### src/line_mon_pkg.sv
package line_mon_pkg;
   // register word indices; byte address is four times the index
   localparam logic [7:0] IDX_LINE_FAULT_STATUS = 8'h13;
   localparam logic [7:0] IDX_MON_RX_GAIN       = 8'h14;
   localparam logic [7:0] IDX_MON_TX_GAIN       = 8'h15;
   localparam logic [7:0] IDX_EVENT_STATUS      = 8'h16;
   localparam logic [7:0] IDX_EVENT_MASK        = 8'h17;
   localparam logic [7:0] IDX_LINE_CONTROL      = 8'h18;
   localparam int         ADDR_W                = 10;
   localparam logic [7:0] RESET_BYTE            = 8'h00;
   // line_fault_status field positions
   localparam int BIT_OVERCURRENT = 0;
   localparam int BIT_DROPOUT     = 1;
   localparam int BIT_OVL_LIVE    = 2;
   // event status / mask fields
   localparam int EV_OVL_STICKY   = 0;
   localparam int EV_DROPOUT      = 1;
   localparam int EV_OVERCURRENT  = 2;
   localparam int EV_W            = 3;
   // line control fields
   localparam int CTL_CURRENT_LIMIT_SELECT        = 0;
   localparam int CTL_BTE         = 1;
   localparam int CTL_W           = 2;
   // gain scaling: unity code is 64, so gain = code / 64
   localparam int GAIN_SHIFT      = 6;
   localparam int SAMPLE_W        = 16;
   localparam int PRODUCT_W       = 24;
   localparam logic [7:0] GAIN_MUTE = 8'h00;
   typedef enum logic [1:0] {
      BUS_IDLE = 2'b00,
      BUS_ACK  = 2'b01
   } bus_state_t;
endpackage

### src/line_status_monitor_regs.sv
// Design decision made here: the Avalon-MM register port.
`timescale 1ns/10ps
module line_status_monitor_regs
   import line_mon_pkg::*;
(
   input  wire logic                       clk_sys,
   input  wire logic                       rst_n,
   input  wire logic [ADDR_W-1:0]          avs_address,
   input  wire logic                       avs_read,
   input  wire logic                       avs_write,
   input  wire logic [31:0]                avs_writedata,
   input  wire logic [3:0]                 avs_byteenable,
   output logic      [31:0]                avs_readdata,
   output logic                            avs_waitrequest,
   input  wire logic                       rxOverloadPin,
   input  wire logic                       offHookSettlingPin,
   input  wire logic                       loopCurrentPin,
   input  wire logic                       offHookPin,
   input  wire logic                       lineSideEnablePin,
   input  wire logic                       overcurrent160Pin,
   input  wire logic                       overcurrent60Pin,
   input  wire logic signed [SAMPLE_W-1:0] rxSample,
   input  wire logic signed [SAMPLE_W-1:0] txSample,
   output logic signed      [SAMPLE_W-1:0] monitorRxOut,
   output logic signed      [SAMPLE_W-1:0] monitorTxOut,
   output logic signed      [SAMPLE_W:0]   monitorOutput,
   output logic                            irq
);
   localparam int NSYNC        = 7;
   localparam int SYNC_STAGES  = 2;
   // positions of the pins in the synchroniser word
   localparam int PIN_OVERLOAD = 6;
   localparam int PIN_SETTLING = 5;
   localparam int PIN_LOOP     = 4;
   localparam int PIN_OFF_HOOK = 3;
   localparam int PIN_LINE_EN  = 2;
   localparam int PIN_OC160    = 1;
   localparam int PIN_OC60     = 0;

   // pin synchronisers: first stage read only by second stage
   logic [NSYNC-1:0] syncA_r;
   logic [NSYNC-1:0] syncB_r;
   wire  [NSYNC-1:0] pinsRaw = {rxOverloadPin, offHookSettlingPin, loopCurrentPin,
                                offHookPin, lineSideEnablePin, overcurrent160Pin,
                                overcurrent60Pin};

   always_ff @(posedge clk_sys or negedge rst_n)
   begin
      if (!rst_n)
      begin
         syncA_r <= '0;
         syncB_r <= '0;
      end
      else
      begin
         syncA_r <= pinsRaw;
         syncB_r <= syncA_r;
      end
   end

   // the synchronisers hold reset zeros until pin levels have crossed them;
   // flags stay quiet until then, so no false dropout follows reset
   logic [SYNC_STAGES-1:0] syncFill_r;
   wire                    syncFull = syncFill_r[SYNC_STAGES-1];

   always_ff @(posedge clk_sys or negedge rst_n)
   begin
      if (!rst_n)
         syncFill_r <= '0;
      else
         syncFill_r <= {syncFill_r[SYNC_STAGES-2:0], 1'b1};
   end

   wire ovlIn      = syncB_r[PIN_OVERLOAD];
   wire settling   = syncB_r[PIN_SETTLING];
   wire loopFlow   = syncB_r[PIN_LOOP];
   wire offHook    = syncB_r[PIN_OFF_HOOK];
   wire lineSideEn = syncB_r[PIN_LINE_EN];
   wire oc160      = syncB_r[PIN_OC160];
   wire oc60       = syncB_r[PIN_OC60];

   // control registers
   logic [7:0]       rxGain_r;
   logic [7:0]       txGain_r;
   logic [CTL_W-1:0] lineCtl_r;
   logic [EV_W-1:0]  evStatus_r;
   logic [EV_W-1:0]  evMask_r;
   logic [2:0]       faultStatus_r;

   wire currentLimitSelect = lineCtl_r[CTL_CURRENT_LIMIT_SELECT];
   // billing tone enable is stored and read back, but never reaches the live flag

   // live flags
   wire rxOverloadLiveFlag  = ovlIn & ~settling;
   wire lineDropoutFlag     = ~loopFlow | (~offHook & lineSideEn);
   wire loopOvercurrentFlag = currentLimitSelect ? oc60 : oc160;
   wire [2:0] faultNxt;
   assign faultNxt[BIT_OVL_LIVE]    = syncFull & rxOverloadLiveFlag;
   assign faultNxt[BIT_DROPOUT]     = syncFull & lineDropoutFlag;
   assign faultNxt[BIT_OVERCURRENT] = syncFull & loopOvercurrentFlag;

   // previous flags for rising-edge events
   logic [2:0] faultPrev_r;

   // bus decode
   wire [7:0] wordIdx    = avs_address[ADDR_W-1:2];
   wire       hitStatus  = wordIdx == IDX_LINE_FAULT_STATUS;
   wire       hitRxGain  = wordIdx == IDX_MON_RX_GAIN;
   wire       hitTxGain  = wordIdx == IDX_MON_TX_GAIN;
   wire       hitEvent   = wordIdx == IDX_EVENT_STATUS;
   wire       hitMask    = wordIdx == IDX_EVENT_MASK;
   wire       hitCtl     = wordIdx == IDX_LINE_CONTROL;
   wire       lane0      = avs_byteenable[0];

   bus_state_t busState_r;
   bus_state_t busState_nxt;
   wire accept  = (busState_r == BUS_IDLE) && (avs_read || avs_write);
   wire answer  = (busState_r == BUS_ACK);
   // a write lands at the edge at which the master sees waitrequest low
   wire wrTake  = answer && avs_write && lane0;

   // one write strobe per writable register except event status, whose clears decode wrTake directly
   wire wrRxGain = wrTake && hitRxGain;
   wire wrTxGain = wrTake && hitTxGain;
   wire wrCtl    = wrTake && hitCtl;
   wire wrMask   = wrTake && hitMask;

   always_comb
   begin
      busState_nxt = busState_r;
      case (busState_r)
         BUS_IDLE:
            if (accept)
               busState_nxt = BUS_ACK;
         BUS_ACK:
            busState_nxt = BUS_IDLE;
         default:
            busState_nxt = BUS_IDLE;
      endcase
   end

   wire [7:0] wd = avs_writedata[7:0];

   wire [EV_W-1:0] evSet;
   assign evSet[EV_OVL_STICKY]  = faultNxt[BIT_OVL_LIVE];
   assign evSet[EV_DROPOUT]     = faultNxt[BIT_DROPOUT] & ~faultPrev_r[BIT_DROPOUT];
   assign evSet[EV_OVERCURRENT] = faultNxt[BIT_OVERCURRENT] & ~faultPrev_r[BIT_OVERCURRENT];

   // sticky overload bit cleared by writing 0 to it (also its interrupt flag);
   // other event bits clear by writing 1; a set in the same cycle wins
   wire [EV_W-1:0] evClr;
   assign evClr[EV_OVL_STICKY]  = wrTake && hitEvent && !wd[EV_OVL_STICKY];
   assign evClr[EV_DROPOUT]     = wrTake && hitEvent && wd[EV_DROPOUT];
   assign evClr[EV_OVERCURRENT] = wrTake && hitEvent && wd[EV_OVERCURRENT];
   wire [EV_W-1:0] evStatus_nxt = (evStatus_r & ~evClr) | evSet;

   wire [7:0] readMux =
      hitStatus ? {5'h00, faultStatus_r} :
      hitRxGain ? rxGain_r :
      hitTxGain ? txGain_r :
      hitEvent  ? {5'h00, evStatus_r} :
      hitMask   ? {5'h00, evMask_r} :
      hitCtl    ? {6'h00, lineCtl_r} : 8'h00;

   always_ff @(posedge clk_sys or negedge rst_n)
   begin
      if (!rst_n)
         busState_r <= BUS_IDLE;
      else
         busState_r <= busState_nxt;
   end

   // waitrequest drops for the answer cycle only
   always_ff @(posedge clk_sys or negedge rst_n)
   begin
      if (!rst_n)
         avs_waitrequest <= 1'b1;
      else
         avs_waitrequest <= !accept;
   end

   // read data taken at the request, standing through the answer cycle
   always_ff @(posedge clk_sys or negedge rst_n)
   begin
      if (!rst_n)
         avs_readdata <= 32'h0000_0000;
      else if (accept)
         avs_readdata <= {24'h00_0000, readMux};
   end

   // next values of the software registers
   wire [7:0]       rxGain_nxt  = wrRxGain ? wd : rxGain_r;
   wire [7:0]       txGain_nxt  = wrTxGain ? wd : txGain_r;
   wire [CTL_W-1:0] lineCtl_nxt = wrCtl ? wd[CTL_W-1:0] : lineCtl_r;
   wire [EV_W-1:0]  evMask_nxt  = wrMask ? wd[EV_W-1:0] : evMask_r;
   wire             irq_nxt     = |(evStatus_nxt & evMask_r);

   // software registers
   always_ff @(posedge clk_sys or negedge rst_n)
   begin
      if (!rst_n)
         rxGain_r <= RESET_BYTE;
      else
         rxGain_r <= rxGain_nxt;
   end

   always_ff @(posedge clk_sys or negedge rst_n)
   begin
      if (!rst_n)
         txGain_r <= RESET_BYTE;
      else
         txGain_r <= txGain_nxt;
   end

   always_ff @(posedge clk_sys or negedge rst_n)
   begin
      if (!rst_n)
         lineCtl_r <= '0;
      else
         lineCtl_r <= lineCtl_nxt;
   end

   always_ff @(posedge clk_sys or negedge rst_n)
   begin
      if (!rst_n)
         evMask_r <= '0;
      else
         evMask_r <= evMask_nxt;
   end

   always_ff @(posedge clk_sys or negedge rst_n)
   begin
      if (!rst_n)
         evStatus_r <= '0;
      else
         evStatus_r <= evStatus_nxt;
   end

   always_ff @(posedge clk_sys or negedge rst_n)
   begin
      if (!rst_n)
         irq <= 1'b0;
      else
         irq <= irq_nxt;
   end

   always_ff @(posedge clk_sys or negedge rst_n)
   begin
      if (!rst_n)
         faultStatus_r <= 3'h0;
      else
         faultStatus_r <= faultNxt;
   end

   always_ff @(posedge clk_sys or negedge rst_n)
   begin
      if (!rst_n)
         faultPrev_r <= 3'h0;
      else
         faultPrev_r <= faultNxt;
   end

   monitor_gain_stage u_rx_gain
   (
      .clk_sys   (clk_sys),
      .rst_n     (rst_n),
      .sampleIn  (rxSample),
      .gainCode  (rxGain_r),
      .sampleOut (monitorRxOut)
   );

   monitor_gain_stage u_tx_gain
   (
      .clk_sys   (clk_sys),
      .rst_n     (rst_n),
      .sampleIn  (txSample),
      .gainCode  (txGain_r),
      .sampleOut (monitorTxOut)
   );

   // summed monitor signal, registered
   wire signed [SAMPLE_W:0] monitorSum_nxt = (SAMPLE_W+1)'(monitorRxOut)
                                           + (SAMPLE_W+1)'(monitorTxOut);

   always_ff @(posedge clk_sys or negedge rst_n)
   begin
      if (!rst_n)
         monitorOutput <= '0;
      else
         monitorOutput <= monitorSum_nxt;
   end

endmodule // line_status_monitor_regs

### src/monitor_gain_stage.sv
`timescale 1ns/10ps
module monitor_gain_stage
   import line_mon_pkg::*;
(
   input  wire logic                       clk_sys,
   input  wire logic                       rst_n,
   input  wire logic signed [SAMPLE_W-1:0] sampleIn,
   input  wire logic        [7:0]          gainCode,
   output logic signed      [SAMPLE_W-1:0] sampleOut
);
   logic signed [PRODUCT_W-1:0] product;
   logic signed [PRODUCT_W-1:0] scaled;
   logic signed [SAMPLE_W-1:0]  sat;
   localparam logic signed [PRODUCT_W-1:0] MAXV = PRODUCT_W'(2**(SAMPLE_W-1)-1);
   localparam logic signed [PRODUCT_W-1:0] MINV = -PRODUCT_W'(2**(SAMPLE_W-1));

   // linear gain code/64; code zero gives exactly zero (mute)
   assign product = PRODUCT_W'(sampleIn) * $signed({1'b0, gainCode});
   assign scaled  = product >>> GAIN_SHIFT;
   assign sat     = (scaled > MAXV) ? MAXV[SAMPLE_W-1:0] :
                    (scaled < MINV) ? MINV[SAMPLE_W-1:0] : scaled[SAMPLE_W-1:0];

   always_ff @(posedge clk_sys or negedge rst_n)
   begin
      if (!rst_n)
         sampleOut <= '0;
      else if (gainCode == GAIN_MUTE)
         sampleOut <= '0;
      else
         sampleOut <= sat;
   end
endmodule // monitor_gain_stage

### config.mk
export PLATFORM = sky130hd
export DESIGN_NAME = line_status_monitor_regs
export DESIGN_NICKNAME = d
export VERILOG_FILES = /design/src/line_mon_pkg.sv /design/src/line_status_monitor_regs.sv /design/src/monitor_gain_stage.sv
export SDC_FILE = /design/constraint.sdc
export NUM_CORES = 1
export LEC_CHECK = 0
export BUFFER_PORTS_ARGS = -buffer_cell sky130_fd_sc_hd__buf_2
export CAP_MARGIN = 30
export CORE_MARGIN = 4
export CORE_UTILIZATION = 50
export DETAILED_ROUTE_END_ITERATION = 10
export GPL_TIMING_DRIVEN = 1
export PLACE_DENSITY = 0.71
export SKIP_CTS_REPAIR_TIMING = 1
export SKIP_LAST_GASP = 1
export SLEW_MARGIN = 40
export SYNTH_ARGS = -nofsm -noshare
export SYNTH_HDL_FRONTEND = slang
export SYNTH_SLANG_ARGS = --single-unit
### constraint.sdc
create_clock -name clk_sys -period 10.56 [get_ports clk_sys]
set_input_delay 0 -clock clk_sys [delete_from_list [all_inputs] [get_ports clk_sys]]
set_output_delay 0 -clock clk_sys [all_outputs]
set_load 0.01 [all_outputs]
==> key figures, run 1 <==
Worst setup path
  • Worst path cell trace: nand2_1, fa_1, inv_1, fa_1, fa_1, inv_1, fa_1, inv_1, ha_1, a21o_1, a21oi_1, and4bb_1, nor3_2, nor2_1, o31ai_4, a211oi_2, nor3_1, a221oi_2, nand3_1, a21o_1
  • Critical Path Max Stage Delay: 0.88 ns
  • Buffers and inverters on the worst path: 3
  • Arrival time worst endpoint: 6.81 ns
  • CP startpoint kind: flop
  • Worst-path fanout max: 18
  • Required @ worst endpoint: 10.80 ns
  • Crit path top cell by count: fa_1
  • Setup CP Type: flop to flop
  • CP top delay family: adder cells
  • Setup crit end kind: flop
  • Slowest CP cell: dfrtp_1

Global route
  • Number of global-route vias before repair: ~9.9k
  • GRT overflow: 0
  • Total Routing Usage GR: 20.0%
  • Initial antenna violation count: 0
  • Global-route wire length before repair: 47100 um
  • Largest net degree at the start of global routing: 60

Synthesis
  • Synthesized instance count: around 1.4k
  • Asr flop ratio synth: 100%
  • Synth Area in Adders: 40.2%
  • Mapped Area: 0.0131 sq mm
  • Synth Area in Compound Gates: 7.45%
  • Multiplexer share of the synthesized area: 2.31%
  • Distinct cells, synth: 70
  • Avg Inst Size Synth: 9.36 sq um
  • Post-synth EDFFs: 0
  • Largest family of logic cells by synthesized area: adder cells
  • Register area share after synthesis: 19.7%
  • Flop and latch count out of synthesis: between 100 and 150
  • Synth Area in Simple Gates: around 15%
  • Synth Area in XOR/XNOR: 3.81%
  • Synth warn: 0
  • Ys flop type: dfrtp_1

Finish
  • Fin util: a little under three fifths
  • Area Growth Syn to Fin: 9.50%
  • ANT cells: 0
  • Layout cells sized above 1: 10.8%
  • FF/Latch Area: between 0.002 and 0.003 sq mm
  • Multi-input gate area: 0.00908 sq mm
  • Nets@finish: 1894
  • Non-Filler Instances: approximately 1.8k
  • Filler cells: ~2.3k

Drt
  • DR WL/cell: ~15 um
  • Vias: 9346
  • Final ANT Viol Nets: 0
  • Via/cell ratio: 5.08
  • First-pass iteration count of the detailed router: 5
  • Number of DRC markers in iteration 0: 434
  • Post-Route WL: 27800 um
  • Drt drc: 0

Die
  • Core area: roughly 0.025 sq mm
  • Die X: 170 um
  • I/O pin count: 172
  • Die ar.: 0.0288 sq mm
  • Row cnt: 58
  • Initial Util: 51.3%
  • Die height: around 170 um

Pwr
  • Pwr dens: between 60 and 70 mW/mm^2
  • Worst VDD drop: 0.0792 mV
  • Static leakage: around 8.0 nW

STA
  • Hold slack: 0.00977 ns
  • Max frequency: 152 MHz
  • Max-slew violations: 0
  • Post-route worst setup slack: 3.99 ns
  • Actual slew at the worst max-slew pin: 0.829 ns
  • Number of hold violations in the final report: 0
  • Setup-failing EPs final: 0
  • Part of the cycle the worst path needs: 62.2%
  • Fin Clk Skew: 0.0114 ns
  • RSZ-0062 raised after global routing: no
  • Slew Limit Headroom: 44.7%
  • Setup TNS: 0 ns
  • Final worst path period need: ~6.6 ns

CTS
  • Bufs on Longest Clock Path: 2
  • Number of CTS-inserted buffers: 9
  • CTS clk-pin slew, worst paths: 0.08 ns
  • H-Tree Level Count: 3
  • Root cell of the clock tree: clkbuf_16
  • CTS tree: built
  • Clock latency on the worst-skew pair: 0.36 ns
  • Clock Sinks: between 100 and 150

Place
  • DP HPWL: 22800 um
  • IO buf count: 118
  • RePlAce Congestion: about 0.86
  • Dpl ws: roughly 4 ns
  • Inst Count DP: 1806

Outcome
  • Status: complete, no violations

Flow run
  • Max Cap Violations: 0

Worst hold path
  • Hold Crit Class: input port to flop
-- cells in the mapped netlist, drive strengths merged, types with 23 or more instances --
library cell	instances	area share, %
and2	109	5.2
a21oi	35	1.4
nor2	30	0.88
inv	308	8.8
mux2	23	2.0
o21ai	44	1.7
nand2	175	5.0
clkbuf	30	0.86
ha	102	9.8
fa	199	30
dfrtp	102	20
a21o	24	1.4
buf	35	1.8
xnor2	39	2.7
-- layer usage --
| layer | GRT usage [%] | part of all wire (%) |
|---|---|---|
| met5 | 0 | 0 |
| met4 | 4.17 | 1.3 |
| met3 | 2.63 | 4.3 |
| met2 | 34.5 | 50 |
| met1 | 27.3 | 44 |
-- power by group --
part / leakage [nW] / total [mW] / switching [mW] / internal, mW
sequential: 1.37 / 0.417 / 0.00993 / 0.407
clock: 0.144 / 0.330 / 0.165 / 0.166
combinational: 6.49 / 0.161 / 0.100 / 0.0605
total: 8.00 / 0.908 / 0.275 / 0.633
-- layout by cell type (no fill, tap or decap), types with 24 or more instances in the layout --
| cell | synthesis | layout |
|---|---|---|
| inv_1 | 308 | 308 |
| fa_1 | 199 | 199 |
| nand2_1 | 175 | 175 |
| buf_2 | 7 | 117 |
| and2_1 | 109 | 109 |
| ha_1 | 102 | 102 |
| dfrtp_1 | 102 | 101 |
| xnor2_1 | 38 | 38 |
| a21oi_1 | 34 | 34 |
| o21ai_1 | 33 | 32 |
| nor2_1 | 29 | 29 |
| conb_1 | 2 | 25 |
| a21o_1 | 24 | 24 |
-- stage by stage --
| step | total power [mW] | instance area [sq um] |
|---|---|---|
| floorplan | 0.524 | 13200 |
| global placement | 0.577 | 13800 |
| detailed placement | 0.582 | 13800 |
| CTS | 0.917 | 14100 |
| global route | 0.957 | 14300 |
| finish | 0.908 | 14300 |
-- cells by family after synthesis --
family	Yosys count
xor+xnor	56
flops	103
mux	26
fa+ha+maj	301
compound gates	148
other cells	2
buf+inv	373
simple gates	388
-- worst paths after layout --
kind                              from                 endpoint  slack [ns]  depth (start not counted)
min in group asynchronous        rst_n               syncA_r[6]        0.18                          2
min reg2reg                 syncA_r[0]               syncB_r[0]        0.35                          0
max reg2reg                txGain_r[0]   u_tx_gain.sampleOut[0]        3.99                         20
min                          avs_write          avs_waitrequest        0.01                          2
max                        txGain_r[0]   u_tx_gain.sampleOut[0]        3.99                         20
max in group asynchronous        rst_n  u_rx_gain.sampleOut[15]        9.44                          3
-- flip-flops by register name (all words and copies together) (netlist names), 2 cells and up --
signal / flops
avs_readdata: 8
evMask_r: 3
evStatus_r: 3
faultPrev_r: 3
lineCtl_r: 2
monitorOutput: 17
rxGain_r: 8
syncA_r: 7
syncB_r: 7
syncFill_r: 2
txGain_r: 8
u_rx_gain.sampleOut: 16
u_tx_gain.sampleOut: 16
-- final cells by class --
type / instances / area share [%]
clock buffers: 9 / 1.57
repair buffers: 138 / 5.52
flip-flops and latches: 103 / 18.0
multi-input cells: 944 / 63.5
well taps: 330 / 2.89
clock inverters: 7 / 0.437
inverters: 308 / 8.08
-- worst register-to-register path: cells and delay by family (launching register included) --
kind / cells / cell delay, ns
AOI/OAI and AO/OA: 6 / 1.68
adders and majority gates: 5 / 2.42
buffers and inverters: 3 / 0.15
DFF: 1 / 0.88
and+or+nand+nor: 6 / 1.33
Note: power is estimated with default switching activity, not from simulation.
==> run 2, diff against run 1 <==
--- a/config.mk
+++ b/config.mk
@@ -5,13 +5,14 @@
 export SDC_FILE = /design/constraint.sdc
 export NUM_CORES = 1
 export LEC_CHECK = 0
+export ABC_AREA = 1
 export BUFFER_PORTS_ARGS = -buffer_cell sky130_fd_sc_hd__buf_2
 export CAP_MARGIN = 30
 export CORE_MARGIN = 4
 export CORE_UTILIZATION = 50
 export DETAILED_ROUTE_END_ITERATION = 10
 export GPL_TIMING_DRIVEN = 1
-export PLACE_DENSITY = 0.71
+export PLACE_DENSITY = 0.73
 export SKIP_CTS_REPAIR_TIMING = 1
 export SKIP_LAST_GASP = 1
 export SLEW_MARGIN = 40
==> constraint.sdc (replaced) <==
create_clock -name clk_sys -period 5.7 [get_ports clk_sys]
set_input_delay 0 -clock clk_sys [delete_from_list [all_inputs] [get_ports clk_sys]]
set_output_delay 0 -clock clk_sys [all_outputs]
set_load 0.01 [all_outputs]
==> run 2 against run 1 <==
Effect of this change: combinational power rose by 110%; critical endpoint is now u_tx_gain.sampleOut[4]; largest cell class unchanged; hold slack got worse by 0.010 ns; flip-flop and latch count stayed put; synthesized area grew 10%; non-clock buffer count increased by 4; power rose by 93%; design area rose by 9.3%; the flow now finishes with violations (hold timing); critical path depth is the same; highest routed layer unchanged; first-iteration DRC count grew 48%; largest power group unchanged; global-route usage grew 1.7 points.
==> key figures, run 2 <==
Outcome
  • Status: complete, but fails checks
  • Violated checks: hold timing

Synthesis
  • Register area share after synthesis: 17.9% (-1.9 points)
  • Distinct cells, synth: 48 (-31%)
  • Mapped Area: 0.0144 sq mm (+10%)
  • Asr flop ratio synth: 100% (unchanged)
  • Post-synth EDFFs: 0 (unchanged)
  • Synth top area cells: fa_1, dfrtp_1, nand2_1
  • Synth cell count leaders: nand2_1, inv_1, fa_1, dfrtp_1, ha_1
  • Synth area leader: fa_1
  • Post-synth top area share: 27.6% (-2.9 points)
  • Avg Inst Size Synth: 7.56 sq um (-19%)
  • Synth warn: 0 (unchanged)
  • Synthesized instance count: 1911 (+37%)
  • Count leader, synth: nand2_1
  • Flop and latch count out of synthesis: 103 (unchanged)
  • Ys flop type: dfrtp_1

Global route
  • Initial antenna violation count: 0 (unchanged)
  • Total Routing Usage GR: 21.7% (+1.7 points)
  • Largest net degree at the start of global routing: 77 (+28%)
  • Global-route wire length before repair: 56400 um (+20%)
  • GRT overflow: 0 (unchanged)
  • Number of global-route vias before repair: 11.8k (+19%)

Worst setup path
  • Slowest CP cell: dfrtp_1
  • Setup crit end kind: flop
  • Required @ worst endpoint: 5.89 ns (-4.91 ns)
  • Critical Path Max Stage Delay: 0.88 ns (about the same)
  • Internal reg-to-reg setup slack: 0.46 ns (-3.53 ns)
  • Reg-to-reg endpoint: u_tx_gain.sampleOut[4]
  • Setup CP Type: flop to flop
  • Arrival time worst endpoint: 5.43 ns (-1.38 ns)
  • Worst-path fanout max: 19 (+1)
  • Worst path cell trace: nand2_1, fa_1, inv_1, fa_1, inv_1, fa_1, fa_1, inv_1, ha_1, nand2_1, nor2_1, inv_1, nor2_1, nand4_1, nand3_1, nand2_1, nand2_1, inv_2, nand2_2, a21oi_1
  • Worst reg-to-reg path cell count: 20 (unchanged)
  • RR Startpoint: txGain_r[4]
  • CP startpoint kind: flop

Die
  • Row cnt: 61 (+5.2%)
  • Die height: 178 um (+4.9%)
  • Die ar.: 0.0317 sq mm (+10%)
  • I/O pin count: 172 (unchanged)
  • Initial Util: 51.3% (about the same)
  • Core area: 0.0282 sq mm (+11%)
  • Die X: 178 um (+4.9%)

Finish
  • Number of flip-flops under the largest register name: 17 (unchanged)
  • Filler cells: 2657 (+17%)
  • ANT cells: 0 (unchanged)
  • FF/Latch Area: 0.00258 sq mm (unchanged)
  • Commonest cells after routing, fill and taps aside: nand2_1, inv_1, fa_1, buf_2, ha_1
  • Nets@finish: 2384 (+26%)
  • Top Registers: monitorOutput: 17 flops, u_rx_gain.sampleOut: 16 flops, u_tx_gain.sampleOut: 16 flops
  • Biggest register: monitorOutput
  • Multi-input gate area: 0.00956 sq mm (+5.2%)
  • Layout cells sized above 1: 9.30% (-1.5 points)
  • Area Growth Syn to Fin: 8.28%
  • Most common cell after layout, fill and taps aside: nand2_1

Place
  • DP HPWL: 27700 um (+21%)
  • Dpl ws: 0.518 ns (-3.56 ns)
  • IO buf count: 118 (unchanged)
  • RePlAce Congestion: 0.917 (+6.2%)

Drt
  • Number of DRC markers in iteration 0: 644 (+48%)
  • Met3 wire len: 1720 um (+45%)
  • Final ANT Viol Nets: 0 (unchanged)
  • Via/cell ratio: 4.84 (-4.8%)
  • Post-Route WL: 32900 um (+18%)
  • Met2 WL post-DR: 15900 um (+14%)
  • DRT met1 WL: 14900 um (+21%)
  • Top Layer Used: met4
  • Drt drc: 0 (unchanged)
  • First-pass iteration count of the detailed router: 5 (unchanged)
  • DR WL/cell: 13.8 um (-8.5%)
  • Vias: 11.5k (+23%)

Worst hold path
  • Hold Path Sink: busState_r[0]
  • Hold Startpoint: avs_read
  • Hold Crit Class: input port to flop
  • Hold depth: 3 (+1)

CTS
  • H-Tree Level Count: 3 (unchanged)
  • Bufs on Longest Clock Path: 2 (unchanged)
  • CTS tree: built
  • Root cell of the clock tree: clkbuf_16
  • CTS clk-pin slew, worst paths: 0.08 ns (about the same)
  • Clock Sinks: 103 (unchanged)
  • Number of CTS-inserted buffers: 9 (unchanged)
  • Clock latency on the worst-skew pair: 0.36 ns (about the same)

STA
  • Max-slew violations: 0 (unchanged)
  • Max frequency: 191 MHz (+25%)
  • Number of hold violations in the final report: 1 (+1)
  • Setup-failing EPs final: 0 (unchanged)
  • Post-route worst setup slack: 0.461 ns (-3.53 ns)
  • Hold slack: -0.000391 ns (-0.0102 ns)
  • Setup TNS: 0 ns (unchanged)
  • Slew Limit Headroom: 43.0% (-1.8 points)
  • Actual slew at the worst max-slew pin: 0.855 ns (+0.0265 ns)
  • Fin Clk Skew: 0.0189 ns (+0.00746 ns)
  • RSZ-0062 raised after global routing: no
  • Part of the cycle the worst path needs: 91.9% (+30 points)
  • Final worst path period need: 5.24 ns (-1.33 ns)

Pwr
  • Pwr dens: 112 mW/mm^2 (+76%)
  • Tot Pwr: 1.75 mW (+93%)
  • Static leakage: 9.82 nW (+23%)
  • Worst VDD drop: 0.147 mV (+85%)

Flow run
  • Max Cap Violations: 0 (unchanged)
## run 2: changes by cell type in the layout (fill, tap and decap cells not counted), sizes merged, moves of 25 or more
cell / change
a21oi: +51
and2: -105
inv: +198
nand2: +384
nand3: +27
nor2: +39
xnor2: -25
## run 2: worst max path at each step
| stage | to | from | slack (ns) | cells after the start |
|---|---|---|---|---|
| after floorplan | u_tx_gain.sampleOut[5] | txGain_r[2] | 0.94 | 23 |
| after global routing | u_rx_gain.sampleOut[3] | rxGain_r[4] | 0.09 | 20 |
| after global placement | u_rx_gain.sampleOut[0] | rxGain_r[4] | 0.55 | 20 |
| after detailed placement | u_rx_gain.sampleOut[2] | rxGain_r[4] | 0.52 | 20 |
| final | u_tx_gain.sampleOut[4] | txGain_r[4] | 0.46 | 20 |
| after CTS | u_rx_gain.sampleOut[2] | rxGain_r[4] | 0.50 | 20 |
## run 2: logic make-up (layout without fill, tap and decap cells)
| group | count (synthesis) | after routing | synth area share [%] |
|---|---|---|---|
| AND/OR/NAND/NOR | 707 | 707 | 20.4 |
| buffers and inverters | 600 | 665 | 16.6 |
| adder cells (fa/ha/maj) | 301 | 301 | 36.4 |
| AO/OA/AOI/OAI | 150 | 150 | 5.81 |
| flip-flops | 103 | 103 | 17.9 |
| XOR/XNOR | 47 | 47 | 2.85 |
| other | 2 | 25 | 0.0520 |
| multiplexers | 1 | 1 | 0.0693 |
## run 2: per-layer routing
layer / track usage (%) / vias to the layer above
li1: - / 5674
met1: 30.4 / 5491
met3: 3.09 / 29
met4: 3.38 / 0
met5: 0 / -
met2: 36.9 / 303
## run 2: where the power goes
part           total (mW)  switching, mW  leakage (nW)  internal (mW)
Sequential          0.775         0.0193          1.37          0.756
Combinational       0.331          0.219          8.31          0.112
Clock               0.643          0.298         0.147          0.346
Total                1.75          0.536          9.82           1.21
## run 2: cell type report
type                            instances  area share [%]
Multi-Input combinational cell       1231            61.1
Clock buffer                            9            1.44
Inverter                              507            12.2
Timing Repair Buffer                  142            5.21
Tap cell                              378            3.02
Sequential cell                       103            16.5
Clock inverter                          7           0.496
## run 2: worst max-delay path: cells and delay by family, from the launching register on
family / cells / cell delay, ns
adders and majority gates: 5 / 2.50
and+or+nand+nor: 9 / 1.27
buffers and inverters: 5 / 0.31
AOI/OAI and AO/OA: 1 / 0.11
DFF: 1 / 0.88
## run 2: through the flow
step / instance area [sq um] / util [%] / std cells
after global routing: 15600 / 55.5 / 2377
after detailed placement: 15200 / 53.9 / 2346
after floorplan: 14500 / - / 1934
after CTS: 15500 / 55.0 / 2362
after global placement: 15200 / 53.9 / 2346
final: 15600 / 55.5 / 2377
